--- src/hdl/gptc_defs.svh ---
/*
  Offsets, field positions, reset values and mode codes of the timer.
  Assumes a 32-bit APB slave with byte addresses on an 8-bit offset.
*/
`ifndef GPTC_DEFS_SVH
`define GPTC_DEFS_SVH

// ************************************************************
// Register byte offsets
// ************************************************************
`define GPTC_OFF_CTRL    8'h00
`define GPTC_OFF_CMD     8'h04
`define GPTC_OFF_INIT    8'h08
`define GPTC_OFF_DELAY   8'h0C
`define GPTC_OFF_WIDTH   8'h10
`define GPTC_OFF_COUNT   8'h14
`define GPTC_OFF_STATUS  8'h18

// ************************************************************
// Control fields
// ************************************************************
`define GPTC_CTRL_MODE_LSB  0
`define GPTC_CTRL_MODE_MSB  3
`define GPTC_CTRL_CLK_POL   4
`define GPTC_CTRL_GATE_POL  5
`define GPTC_CTRL_OUT_POL   6
`define GPTC_CTRL_TB_INT    7
`define GPTC_CTRL_RST_VAL   32'h0000_0003

// ************************************************************
// Command and status bits
// ************************************************************
`define GPTC_CMD_START      0
`define GPTC_CMD_RESET      1
`define GPTC_STAT_DONE      0
`define GPTC_STAT_BUSY      1
`define GPTC_STAT_OUT       2

// ************************************************************
// Mode codes
// ************************************************************
`define GPTC_MODE_PW_MEAS   4'h3
`define GPTC_MODE_GATED_1   4'h4
`define GPTC_MODE_TRIG_1    4'h5
`define GPTC_MODE_RETRIG    4'h6
`define GPTC_MODE_TRIG_CONT 4'h7
`define GPTC_MODE_GATED_CON 4'h8
`define GPTC_MODE_EDGE_SEP  4'h9
`define GPTC_MODE_PWM       4'hA

`endif

--- src/hdl/gptc_pkg.sv ---
/*
  Types shared by the timer/counter design.
  Assumes the constants of gptc_defs.svh for codes and offsets.
*/
package gptc_pkg;

  // ************************************************************
  // Sequencer states
  // ************************************************************
  typedef enum logic [2:0] {
    GPTC_IDLE,
    GPTC_ARMED,
    GPTC_MEASURE,
    GPTC_DELAY,
    GPTC_PULSE,
    GPTC_DONE
  } gptc_state_t;

endpackage

--- src/hdl/gptc_timer.sv ---
/*
  General-purpose 32-bit timer/counter, modes 3 to 10, with APB registers.
  Assumes one 10 MHz clock; pins arrive asynchronous and are synchronised.
*/
`timescale 1ns/1ps
`include "gptc_defs.svh"

module gptc_timer
  import gptc_pkg::*;
#(
  parameter int CNT_W = 32        // Counter width
) (
  input  wire logic        ref_clk_i,          // 10 MHz system clock
  input  wire logic        reset_i,            // Synchronous, active high
  input  wire logic        psel_i,             // APB select
  input  wire logic        penable_i,          // APB access phase
  input  wire logic        pwrite_i,           // APB direction
  input  wire logic [7:0]  paddr_i,            // APB byte address
  input  wire logic [31:0] pwdata_i,           // APB write data
  output logic      [31:0] prdata_o,           // APB read data
  output logic             pready_o,           // APB ready
  output logic             pslverr_o,          // APB error, unmapped
  input  wire logic        count_clock_in_i,   // Counting clock pin
  input  wire logic        gate_in_i,          // Gate pin
  input  wire logic        direction_in_i,     // Up/down pin
  input  wire logic        second_edge_in_i,   // Auxiliary pin
  output logic             pulse_out_o         // Pulse output pin
);

  // ************************************************************
  // Declarations
  // ************************************************************
  logic [31:0]      ctrl;          // Mode, polarities, timebase
  logic [CNT_W-1:0] init_val;      // Preloaded start value
  logic [CNT_W-1:0] delay_val;     // Delay, interval or initial phase
  logic [CNT_W-1:0] width_val;     // Width or active phase
  logic [CNT_W-1:0] count;         // Measurement counter
  logic [CNT_W-1:0] phase_cnt;     // Pulse phase counter
  logic             done;          // Measurement or pulse finished
  logic             gate_seen;     // Mode 3 gate became active
  logic             out_level;     // Output before polarity
  gptc_state_t      state;         // Sequencer state
  logic [3:0]       sync1;         // First synchroniser stage
  logic [3:0]       sync2;         // Second synchroniser stage
  logic [3:0]       sync3;         // Third synchroniser stage
  logic [3:0]       filt;          // Settled pin levels
  logic [3:0]       filt_d;        // Settled levels one cycle back
  logic [3:0]       mode;          // Selected mode
  logic             clk_edge;      // Active counting clock edge
  logic             gate_act;      // Gate in active state
  logic             gate_edge;     // Active gate edge
  logic             aux_rise;      // Rising edge on auxiliary pin
  logic             count_up;      // Direction from pin
  logic             tick;          // One timebase period elapsed
  logic             gated;         // Mode freezes with gate
  logic             adv;           // Phase counter may advance
  logic             continuous;    // Mode repeats its pulses
  logic             wr_en;         // APB write in access phase
  logic             rd_setup;      // APB read in setup phase
  logic             mapped;        // Address hits a register
  logic             start_cmd;     // Software start strobe
  logic             reset_cmd;     // Software reset strobe
  logic [31:0]      next_rdata;    // Read mux output

  // ************************************************************
  // Pin synchronisers
  // ************************************************************

  // Three stages per pin; level moves once stages two and three agree
  always_ff @(posedge ref_clk_i) begin
    if (reset_i) begin
      sync1 <= 4'h0;
      sync2 <= 4'h0;
      sync3 <= 4'h0;
    end else begin
      sync1 <= {second_edge_in_i, direction_in_i, gate_in_i, count_clock_in_i};
      sync2 <= sync1;
      sync3 <= sync2;
    end
  end

  // Settled levels and their previous values for edge finding
  always_ff @(posedge ref_clk_i) begin
    if (reset_i) begin
      filt   <= 4'h0;
      filt_d <= 4'h0;
    end else begin
      filt   <= ((sync2 ~^ sync3) & sync3) | ((sync2 ^ sync3) & filt);
      filt_d <= filt;
    end
  end

  // ************************************************************
  // Pin decode
  // ************************************************************
  assign mode = ctrl[`GPTC_CTRL_MODE_MSB:`GPTC_CTRL_MODE_LSB];

  assign clk_edge  = (filt[0] ^ ctrl[`GPTC_CTRL_CLK_POL]) &
                     ~(filt_d[0] ^ ctrl[`GPTC_CTRL_CLK_POL]);
  assign gate_act  = filt[1] ^ ctrl[`GPTC_CTRL_GATE_POL];
  assign gate_edge = gate_act & ~(filt_d[1] ^ ctrl[`GPTC_CTRL_GATE_POL]);
  assign aux_rise  = filt[3] & ~filt_d[3];

  assign count_up = filt[2];

  assign tick = ctrl[`GPTC_CTRL_TB_INT] ? 1'b1 : clk_edge;

  // gate freezes modes 4 and 8
  assign gated = (mode == `GPTC_MODE_GATED_1) || (mode == `GPTC_MODE_GATED_CON);
  assign adv   = tick & (~gated | gate_act);

  // Modes that run pulses without end
  assign continuous = (mode == `GPTC_MODE_TRIG_CONT) ||
                      (mode == `GPTC_MODE_GATED_CON) || (mode == `GPTC_MODE_PWM);

  // ************************************************************
  // APB slave
  // ************************************************************
  assign wr_en     = psel_i & penable_i & pwrite_i;
  assign rd_setup  = psel_i & ~penable_i & ~pwrite_i;
  assign start_cmd = wr_en & (paddr_i == `GPTC_OFF_CMD) & pwdata_i[`GPTC_CMD_START];
  assign reset_cmd = wr_en & (paddr_i == `GPTC_OFF_CMD) & pwdata_i[`GPTC_CMD_RESET];
  assign pready_o  = 1'b1;
  assign pslverr_o = psel_i & penable_i & ~mapped;

  // Address decode of the register map
  always_comb begin
    mapped     = 1'b1;
    next_rdata = 32'h0000_0000;
    unique case (paddr_i)
      `GPTC_OFF_CTRL:   next_rdata = ctrl;
      `GPTC_OFF_CMD:    next_rdata = 32'h0000_0000;
      `GPTC_OFF_INIT:   next_rdata = 32'(init_val);
      `GPTC_OFF_DELAY:  next_rdata = 32'(delay_val);
      `GPTC_OFF_WIDTH:  next_rdata = 32'(width_val);
      `GPTC_OFF_COUNT:  next_rdata = 32'(count);
      `GPTC_OFF_STATUS: next_rdata = {29'h0000_0000, pulse_out_o,
                                      (state != GPTC_IDLE) && (state != GPTC_DONE),
                                      done};
      default:          mapped = 1'b0;
    endcase
  end

  // Read data captured in the setup phase, held through access
  always_ff @(posedge ref_clk_i) begin
    if (reset_i) begin
      prdata_o <= 32'h0000_0000;
    end else if (rd_setup) begin
      prdata_o <= next_rdata;
    end
  end

  always_ff @(posedge ref_clk_i) begin
    if (reset_i) begin
      ctrl      <= `GPTC_CTRL_RST_VAL;
      init_val  <= '0;
      delay_val <= '0;
      width_val <= '0;
    end else if (wr_en) begin
      if (paddr_i == `GPTC_OFF_CTRL) begin
        ctrl <= {24'h00_0000, pwdata_i[7:0]};
      end
      if (paddr_i == `GPTC_OFF_INIT) begin
        init_val <= pwdata_i[CNT_W-1:0];
      end
      if (paddr_i == `GPTC_OFF_DELAY) begin
        delay_val <= pwdata_i[CNT_W-1:0];
      end
      if (paddr_i == `GPTC_OFF_WIDTH) begin
        width_val <= pwdata_i[CNT_W-1:0];
      end
    end
  end

  // ************************************************************
  // Sequencer
  // ************************************************************

  // Mode sequencing of delays, pulses and measurements
  always_ff @(posedge ref_clk_i) begin
    if (reset_i || reset_cmd) begin
      state     <= GPTC_IDLE;
      phase_cnt <= '0;
      gate_seen <= 1'b0;
    end else if (start_cmd) begin
      gate_seen <= 1'b0;
      phase_cnt <= delay_val;
      unique case (mode)
        `GPTC_MODE_PW_MEAS:  state <= GPTC_MEASURE;
        `GPTC_MODE_TRIG_1,
        `GPTC_MODE_RETRIG,
        `GPTC_MODE_TRIG_CONT,
        `GPTC_MODE_EDGE_SEP: state <= GPTC_ARMED;
        `GPTC_MODE_GATED_1,
        `GPTC_MODE_GATED_CON,
        `GPTC_MODE_PWM:      state <= GPTC_DELAY;
        default:             state <= GPTC_IDLE;
      endcase
    end else begin
      unique case (state)
        GPTC_IDLE: begin
          // Halted until software start
        end
        GPTC_ARMED: begin
          if (mode == `GPTC_MODE_EDGE_SEP) begin
            if (gate_edge) begin
              state <= GPTC_MEASURE;
            end
          end else if (gate_edge) begin
            state     <= GPTC_DELAY;
            phase_cnt <= delay_val;
          end
        end
        GPTC_MEASURE: begin
          if (mode == `GPTC_MODE_PW_MEAS) begin
            if (gate_act) begin
              gate_seen <= 1'b1;
            end else if (gate_seen) begin
              state <= GPTC_DONE;
            end
          end else if (aux_rise) begin
            state <= GPTC_DONE;
          end
        end
        GPTC_DELAY: begin
          if (adv) begin
            // Last period of the phase hands over, so N periods exactly
            if (phase_cnt[CNT_W-1:1] == '0) begin
              state     <= GPTC_PULSE;
              phase_cnt <= width_val;
            end else begin
              phase_cnt <= phase_cnt - 1'b1;
            end
          end
        end
        GPTC_PULSE: begin
          if (adv) begin
            if (phase_cnt[CNT_W-1:1] == '0) begin
              phase_cnt <= delay_val;
              if (continuous) begin
                state <= GPTC_DELAY;
              end else if (mode == `GPTC_MODE_RETRIG) begin
                state <= GPTC_ARMED;
              end else begin
                state <= GPTC_DONE;
              end
            end else begin
              phase_cnt <= phase_cnt - 1'b1;
            end
          end
        end
        GPTC_DONE: begin
          // Finished until start or reset
        end
        default: state <= GPTC_IDLE;
      endcase
    end
  end

  // ************************************************************
  // Measurement counter
  // ************************************************************

  // Count loads the preload on start or software reset, then steps per tick in the measure state, in mode 3 only while the gate is active
  always_ff @(posedge ref_clk_i) begin
    if (reset_i) begin
      count <= '0;
    end else if (reset_cmd || start_cmd) begin
      count <= init_val;
    end else if (state == GPTC_MEASURE && tick) begin
      if ((mode == `GPTC_MODE_EDGE_SEP) || gate_act) begin
        count <= count_up ? count + 1'b1 : count - 1'b1;
      end
    end
  end

  // ************************************************************
  // Status and output
  // ************************************************************

  // Done flag: set by finish wins over a start or software-reset clear in the same cycle
  always_ff @(posedge ref_clk_i) begin
    if (reset_i) begin
      done <= 1'b0;
    end else if ((state == GPTC_DONE) && !done) begin
      // Set only on reaching done, so a later start can clear it
      done <= 1'b1;
    end else if (reset_cmd || start_cmd) begin
      done <= 1'b0;
    end
  end

  // Output level ahead of polarity
  always_ff @(posedge ref_clk_i) begin
    if (reset_i || reset_cmd) begin
      out_level <= 1'b0;
    end else if (start_cmd) begin
      out_level <= 1'b0;
    end else begin
      out_level <= (state == GPTC_PULSE) ||
                   ((state == GPTC_DONE) && ((mode == `GPTC_MODE_PW_MEAS) ||
                                             (mode == `GPTC_MODE_EDGE_SEP)));
    end
  end

  assign pulse_out_o = out_level ^ ctrl[`GPTC_CTRL_OUT_POL];

endmodule

--- config.mk ---
export PLATFORM = sky130hd
export DESIGN_NAME = gptc_timer
export DESIGN_NICKNAME = d
export VERILOG_FILES = /design/src/hdl/gptc_pkg.sv /design/src/hdl/gptc_timer.sv
export VERILOG_INCLUDE_DIRS = /design/src /design/src/hdl
export SDC_FILE = /design/constraint.sdc
export NUM_CORES = 1
export LEC_CHECK = 0
export BUFFER_PORTS_ARGS = -buffer_cell sky130_fd_sc_hd__buf_2
export CAP_MARGIN = 10
export CORE_ASPECT_RATIO = 0.75
export CORE_MARGIN = 2
export CORE_UTILIZATION = 38
export DETAILED_ROUTE_END_ITERATION = 6
export HOLD_SLACK_MARGIN = 0.02
export PLACE_DENSITY = 0.51
export SLEW_MARGIN = 20
export SYNTH_ARGS = -nofsm -noshare
export SYNTH_HDL_FRONTEND = slang
export SYNTH_SLANG_ARGS = --single-unit
--- constraint.sdc ---
create_clock -name ref_clk_i -period 4.5 [get_ports ref_clk_i]
set_input_delay 0.675 -clock ref_clk_i [delete_from_list [all_inputs] [get_ports ref_clk_i]]
set_output_delay 0.675 -clock ref_clk_i [all_outputs]
set_load 0.005 [all_outputs]
Yosys cells after proc, flatten, opt, wreduce, memory -nomap -nowiden
Memories as Yosys holds them, arrays and structs flattened. A register that Yosys moved wholly into a read port is not among the register bits.
Index checks and enable logic that the tools add are counted.
{"block": "classes", "add_sub_neg": 3, "mul": 0, "div_mod_pow": 0, "order_cmp": 0, "eq_ne": 29, "shift": 0, "mux": 34, "bitwise_logic": 30, "n_reduce_logical": 32}
{"cell": "$mux 32", "count": 11}
{"cell": "$pmux 32 s6", "count": 1}
{"cell": "$pmux 32 s3", "count": 1}
{"cell": "$sub 32x1->32 const B", "count": 2}
{"cell": "$mux 3", "count": 14}
{"cell": "$add 32x1->32 const B", "count": 1}
{"cell": "$logic_not 31->1", "count": 1}
{"cell": "$eq 8x5->1 const B", "count": 3}
{"cell": "$ne 3x3->1 const B", "count": 7}
{"cell": "$eq 8x4->1 const B", "count": 2}
{"cell": "$pmux 3 s5", "count": 1}
{"cell": "$and 1x1->1", "count": 12}
{"cell": "$eq 4x3->1 const B", "count": 3}
{"cell": "$eq 4x4->1 const B", "count": 3}
{"cell": "$reduce_and 2->1", "count": 5}
{"cell": "$reduce_and 9->1", "count": 1}
{"cell": "$and 4x4->4", "count": 2}
{"cell": "$eq 8x3->1 const B", "count": 1}
{"cell": "$logic_not 8->1", "count": 1}
{"cell": "$logic_or 1x1->1", "count": 8}
{"cell": "$mux 4", "count": 2}
{"cell": "$ne 4x4->1 const B", "count": 2}
{"cell": "$not 1->1", "count": 7}
{"cell": "$reduce_or 7->1", "count": 1}
{"cell": "other kinds (21)", "count": 36}
{"block": "word_totals", "reg_bits": 226, "latchBits": 0, "mem_bits_rw": 0, "rom_bits": 32, "in_bits": 49, "memories": 1}
{"name": "(name not given)", "depth": 16, "width": 2, "rd": 1, "rd_ports_with_merged_regs": 1, "wr": 0, "line_no": "gptc_timer.sv:188", "source": "unique case (mode)"}

Logic depth before layout (Yosys ltp)
{"block": "depth", "word_depth": 8, "mapped_depth": 12, "depth_no_buf": 11}

Worst setup path after synthesis
Ideal clock, no wire load.
{"block": "synth_path", "path_kind": "register to register", "startpoint": "reg filt[2]", "endpoint": "reg count[19]", "setup_time_ps": 86, "arrival_ps": 3097, "t_required_ps": 4414, "path_slack_ps": 1318, "stages_incl_launch_ff": 11, "n_path_buf": 0, "path_cell_list": "dfxtp_1 -> inv_1 -> ha_1 -> a211oi_1 -> nor2_1 -> o31ai_1 -> o2111a_1 -> o21ai_0 -> a221oi_1 -> mux2_2 -> a211oi_1"}
{"block": "synth_via", "elab_chain_len": 4}
{"element": "start, declared", "line_no": "gptc_timer.sv:46", "source": "logic [3:0] filt;"}
{"element": "start signal, assigned", "line_no": "gptc_timer.sv:88", "source": "filt <= ((sync2 ~^ sync3) & sync3) | ((sync2 ^ sync3) & filt);"}
{"element": "$mux 32", "line_no": "gptc_timer.sv:272", "source": "count <= count_up ? count + 1'b1 : count - 1'b1;"}
{"element": "$mux 32", "line_no": "gptc_timer.sv:271", "source": "if ((mode == `GPTC_MODE_EDGE_SEP) || gate_act) begin"}
{"element": "$mux 32", "line_no": "gptc_timer.sv:270", "source": "end else if (state == GPTC_MEASURE && tick) begin"}
{"element": "$mux 32", "line_no": "gptc_timer.sv:268", "source": "end else if (reset_cmd || start_cmd) begin"}
{"element": "end signal, assigned", "line_no": "gptc_timer.sv:269", "source": "count <= init_val;"}
{"element": "end signal, assigned", "line_no": "gptc_timer.sv:272"}
{"element": "end, declared", "line_no": "gptc_timer.sv:37", "source": "logic [CNT_W-1:0] count;"}
Every way passes these cells. The select of a mux whose other input is x is not followed.
A chain may end at the register's enable or synchronous reset.

Final worst setup path
{"block": "layout_path", "startpoint": "reg filt[2]", "endpoint": "reg count[28]"}
The elaborated chain is that of the path after synthesis.

==> out/qor.csv <==
metric;value;unit
status;finished, final reports clean;
critical path, cell by cell;inv_1 > buf_4 > ha_1 > o21ai_0 > nor2_1 > o31ai_1 > a31oi_1 > o31ai_1 > nand2_1 > a31oi_1 > xor2_1 > o21ai_0;
Initial Utilization;38.6;%
initial antenna violation count;0;
core box area;31300;um^2
slowest CP cell;o31ai_1;
min cycle time layout;3520;ps
Synth Flop Type;dfxtp_1;
RR Startpoint;filt[2];
crit-path max cell delay;510;ps
Arr. time, crit path;3940;ps
CP Max Fanout;28;
Finished Cell Area;13600;um^2
asr flop ratio synth;0;%
cell family with most CP delay;compound AO/OA/AOI/OAI gates;
DRT antenna net count;0;
Setup-failing EPs final;0;
WP depth;12;
top cell type's share of synthesized area;37.7;%
synthesized area;12100;um^2
first-pass GRT wire length;63900;um
critical path required time;4920;ps
most numerous cell in the Yosys netlist;nand2_1;
Core Rows;56;
Max-slew headroom;25.6;%
fraction of layout cells with a size suffix above 1;11.0;%
Synth cell types;64;
reported max-cap violation count;0;
Synth area leader;dfxtp_1;
diodes inserted;0;
via count;11900;
die width;210;um
Routed WL;41300;um
hold path endpoint;sync1[0];
Setup Buffers After CTS;0;
synth warn;0;
post-route setup slack;982;ps
Buf/Inv on CP;2;
Post-synth EDFFs;0;
startpoint types;register;
Power Density;313;nW/um^2
# port buffers;82;
GRT overflow;0;
Hold WS;341;ps
setup slack at placement;875;ps
setup_tns;0;ps
Slew Viols, Final;0;
GRT Total Usage;24.5;%
Final GP Congestion;0.948;
worst-skew pair later-pin latency;550;ps
Die Ht;158;um
top cells by area, synth;dfxtp_1 38%, a21oi_1 9.9%, nand2_1 8.4%, a22oi_1 4.6%, nor2_1 3.8%;
area grow syn2layout;13.0;%
CTS-repair resized insts;0;
Worst Hold Depth;2;
Clock Tree Root;clkbuf_16;
worst ir drop on vdd;0.235;mV
vias per cell;5.85;
clk slew on worst S/H paths;70;ps
crit path kind;reg2reg;
P_leak;5.09;nW
reg2reg path depth;12;
number of global-route vias before repair;11000;
synthesized net count;1663;
Worst-Margin Slew;1110;ps
I/O pins;84;
Num CTS Buffers;25;
Nets;1687;
RSZ-0062 raised after global routing;false;
most instantiated cells after synthesis;270 x nand2_1, 238 x a21oi_1, 227 x dfxtp_1;
CP endpoint kind;register;
TritonCTS clock tree;built;
worst r2r dst;count[28];
Worst Skew;19.1;ps
Clock Sinks;227;
fillers;3179;
Final Hold Viols;0;
htree depth;1;
Worst R2R Setup Slack;980;ps
crit share post-route;78.2;%
Hold WC Path Type;in2reg;
Max clock buf depth;3;
maximum number of pins on one net before global-route repair;94;
die area;33200;um^2
sequential share of the synthesized area;37.7;%
Yosys reg bits;227;
Iter 0 DRT Violations;1083;
hold_sp;count_clock_in_i;
Remaining DRCs;0;
HPWL Detailed;30100;um
Post-Syn Area per Cell;7.64;um^2
fmax;284;MHz
Post-DP Area;12800;um^2
Syn Inst Count;1578;
first-pass detailed-route iteration total;5;
DR WL/cell;20.4;um
Post-CTS Hold Buffers;0;
## flip-flops by register name, indices dropped and copies added, names as in the netlist, named ones only
signal,count
count,32
ctrl,8
delay_val,32
done,1
filt,4
filt_d,3
gate_seen,1
init_val,32
out_level,1
phase_cnt,32
prdata_o,32
state,3
sync1,4
sync2,4
sync3,4
width_val,32
## per-layer routing
metal	wire length [um]	global-route usage [%]
met1	18800	33.4
met2	19100	41.2
met3	2560	3.93
met4	814	5.13
met5	0	0
## worst max-delay path by stage
stage | startpoint | to | slack (ps)
floorplan | filt[2] | count[19] | 1320
global placement | paddr_i[0] | count[28] | 970
detailed placement | paddr_i[0] | count[25] | 870
CTS | filt[2] | count[28] | 1090
global route | filt[2] | count[28] | 670
finish | filt[2] | count[28] | 980
## per-stage QoR
step	cells	utilization (%)	power (mW)
floorplan	1578	-	2.12
CTS	2027	43.6	4.31
finish	2027	43.6	4.27
detailed placement	1981	40.9	2.19
global route	2027	43.6	4.41
global placement	1981	40.9	2.19
## layout by cell type (no fill, tap or decap), types with 14 or more instances in the layout
master,instances
a21o_1,19
mux2i_1,14
ha_1,35
nor2b_1,27
nor2_1,121
a221oi_1,19
xor2_1,24
dfxtp_1,227
a22oi_1,74
a31oi_1,17
o21ai_0,90
buf_4,28
xnor2_1,25
clkbuf_16,25
nor3_1,33
o211ai_1,17
nand3_1,29
buf_2,81
a21oi_1,238
nand2_1,269
a211oi_1,20
## report_power, final
group / internal, mW / switching (mW) / leakage [nW]
logic: 0.0338 / 0.0925 / 2.83
clock network: 1.23 / 0.890 / 0.425
registers: 2.01 / 0.00217 / 1.83
## cell families after synthesis
group / after synthesis / synth area share, %
adder cells (fa/ha/maj): 36 / 3.80
multiplexers: 15 / 1.26
buffers and inverters: 123 / 3.96
AO/OA/AOI/OAI: 560 / 28.5
XOR/XNOR: 49 / 3.56
flip-flops: 227 / 37.7
other: 1 / 0.0311
AND/OR/NAND/NOR: 567 / 21.2
## cell type report
type / count / area, um^2 / share of cell area [%]
clock buffers: 32 / 712 / 5.22
well taps: 406 / 508 / 3.73
flip-flops and latches: 227 / 4540 / 33.4
repair buffers: 110 / 627 / 4.60
inverters: 10 / 37.5 / 0.275
clock inverters: 14 / 130 / 0.955
multi-input cells: 1228 / 7070 / 51.9
Power figures use the tool's default switching activity.
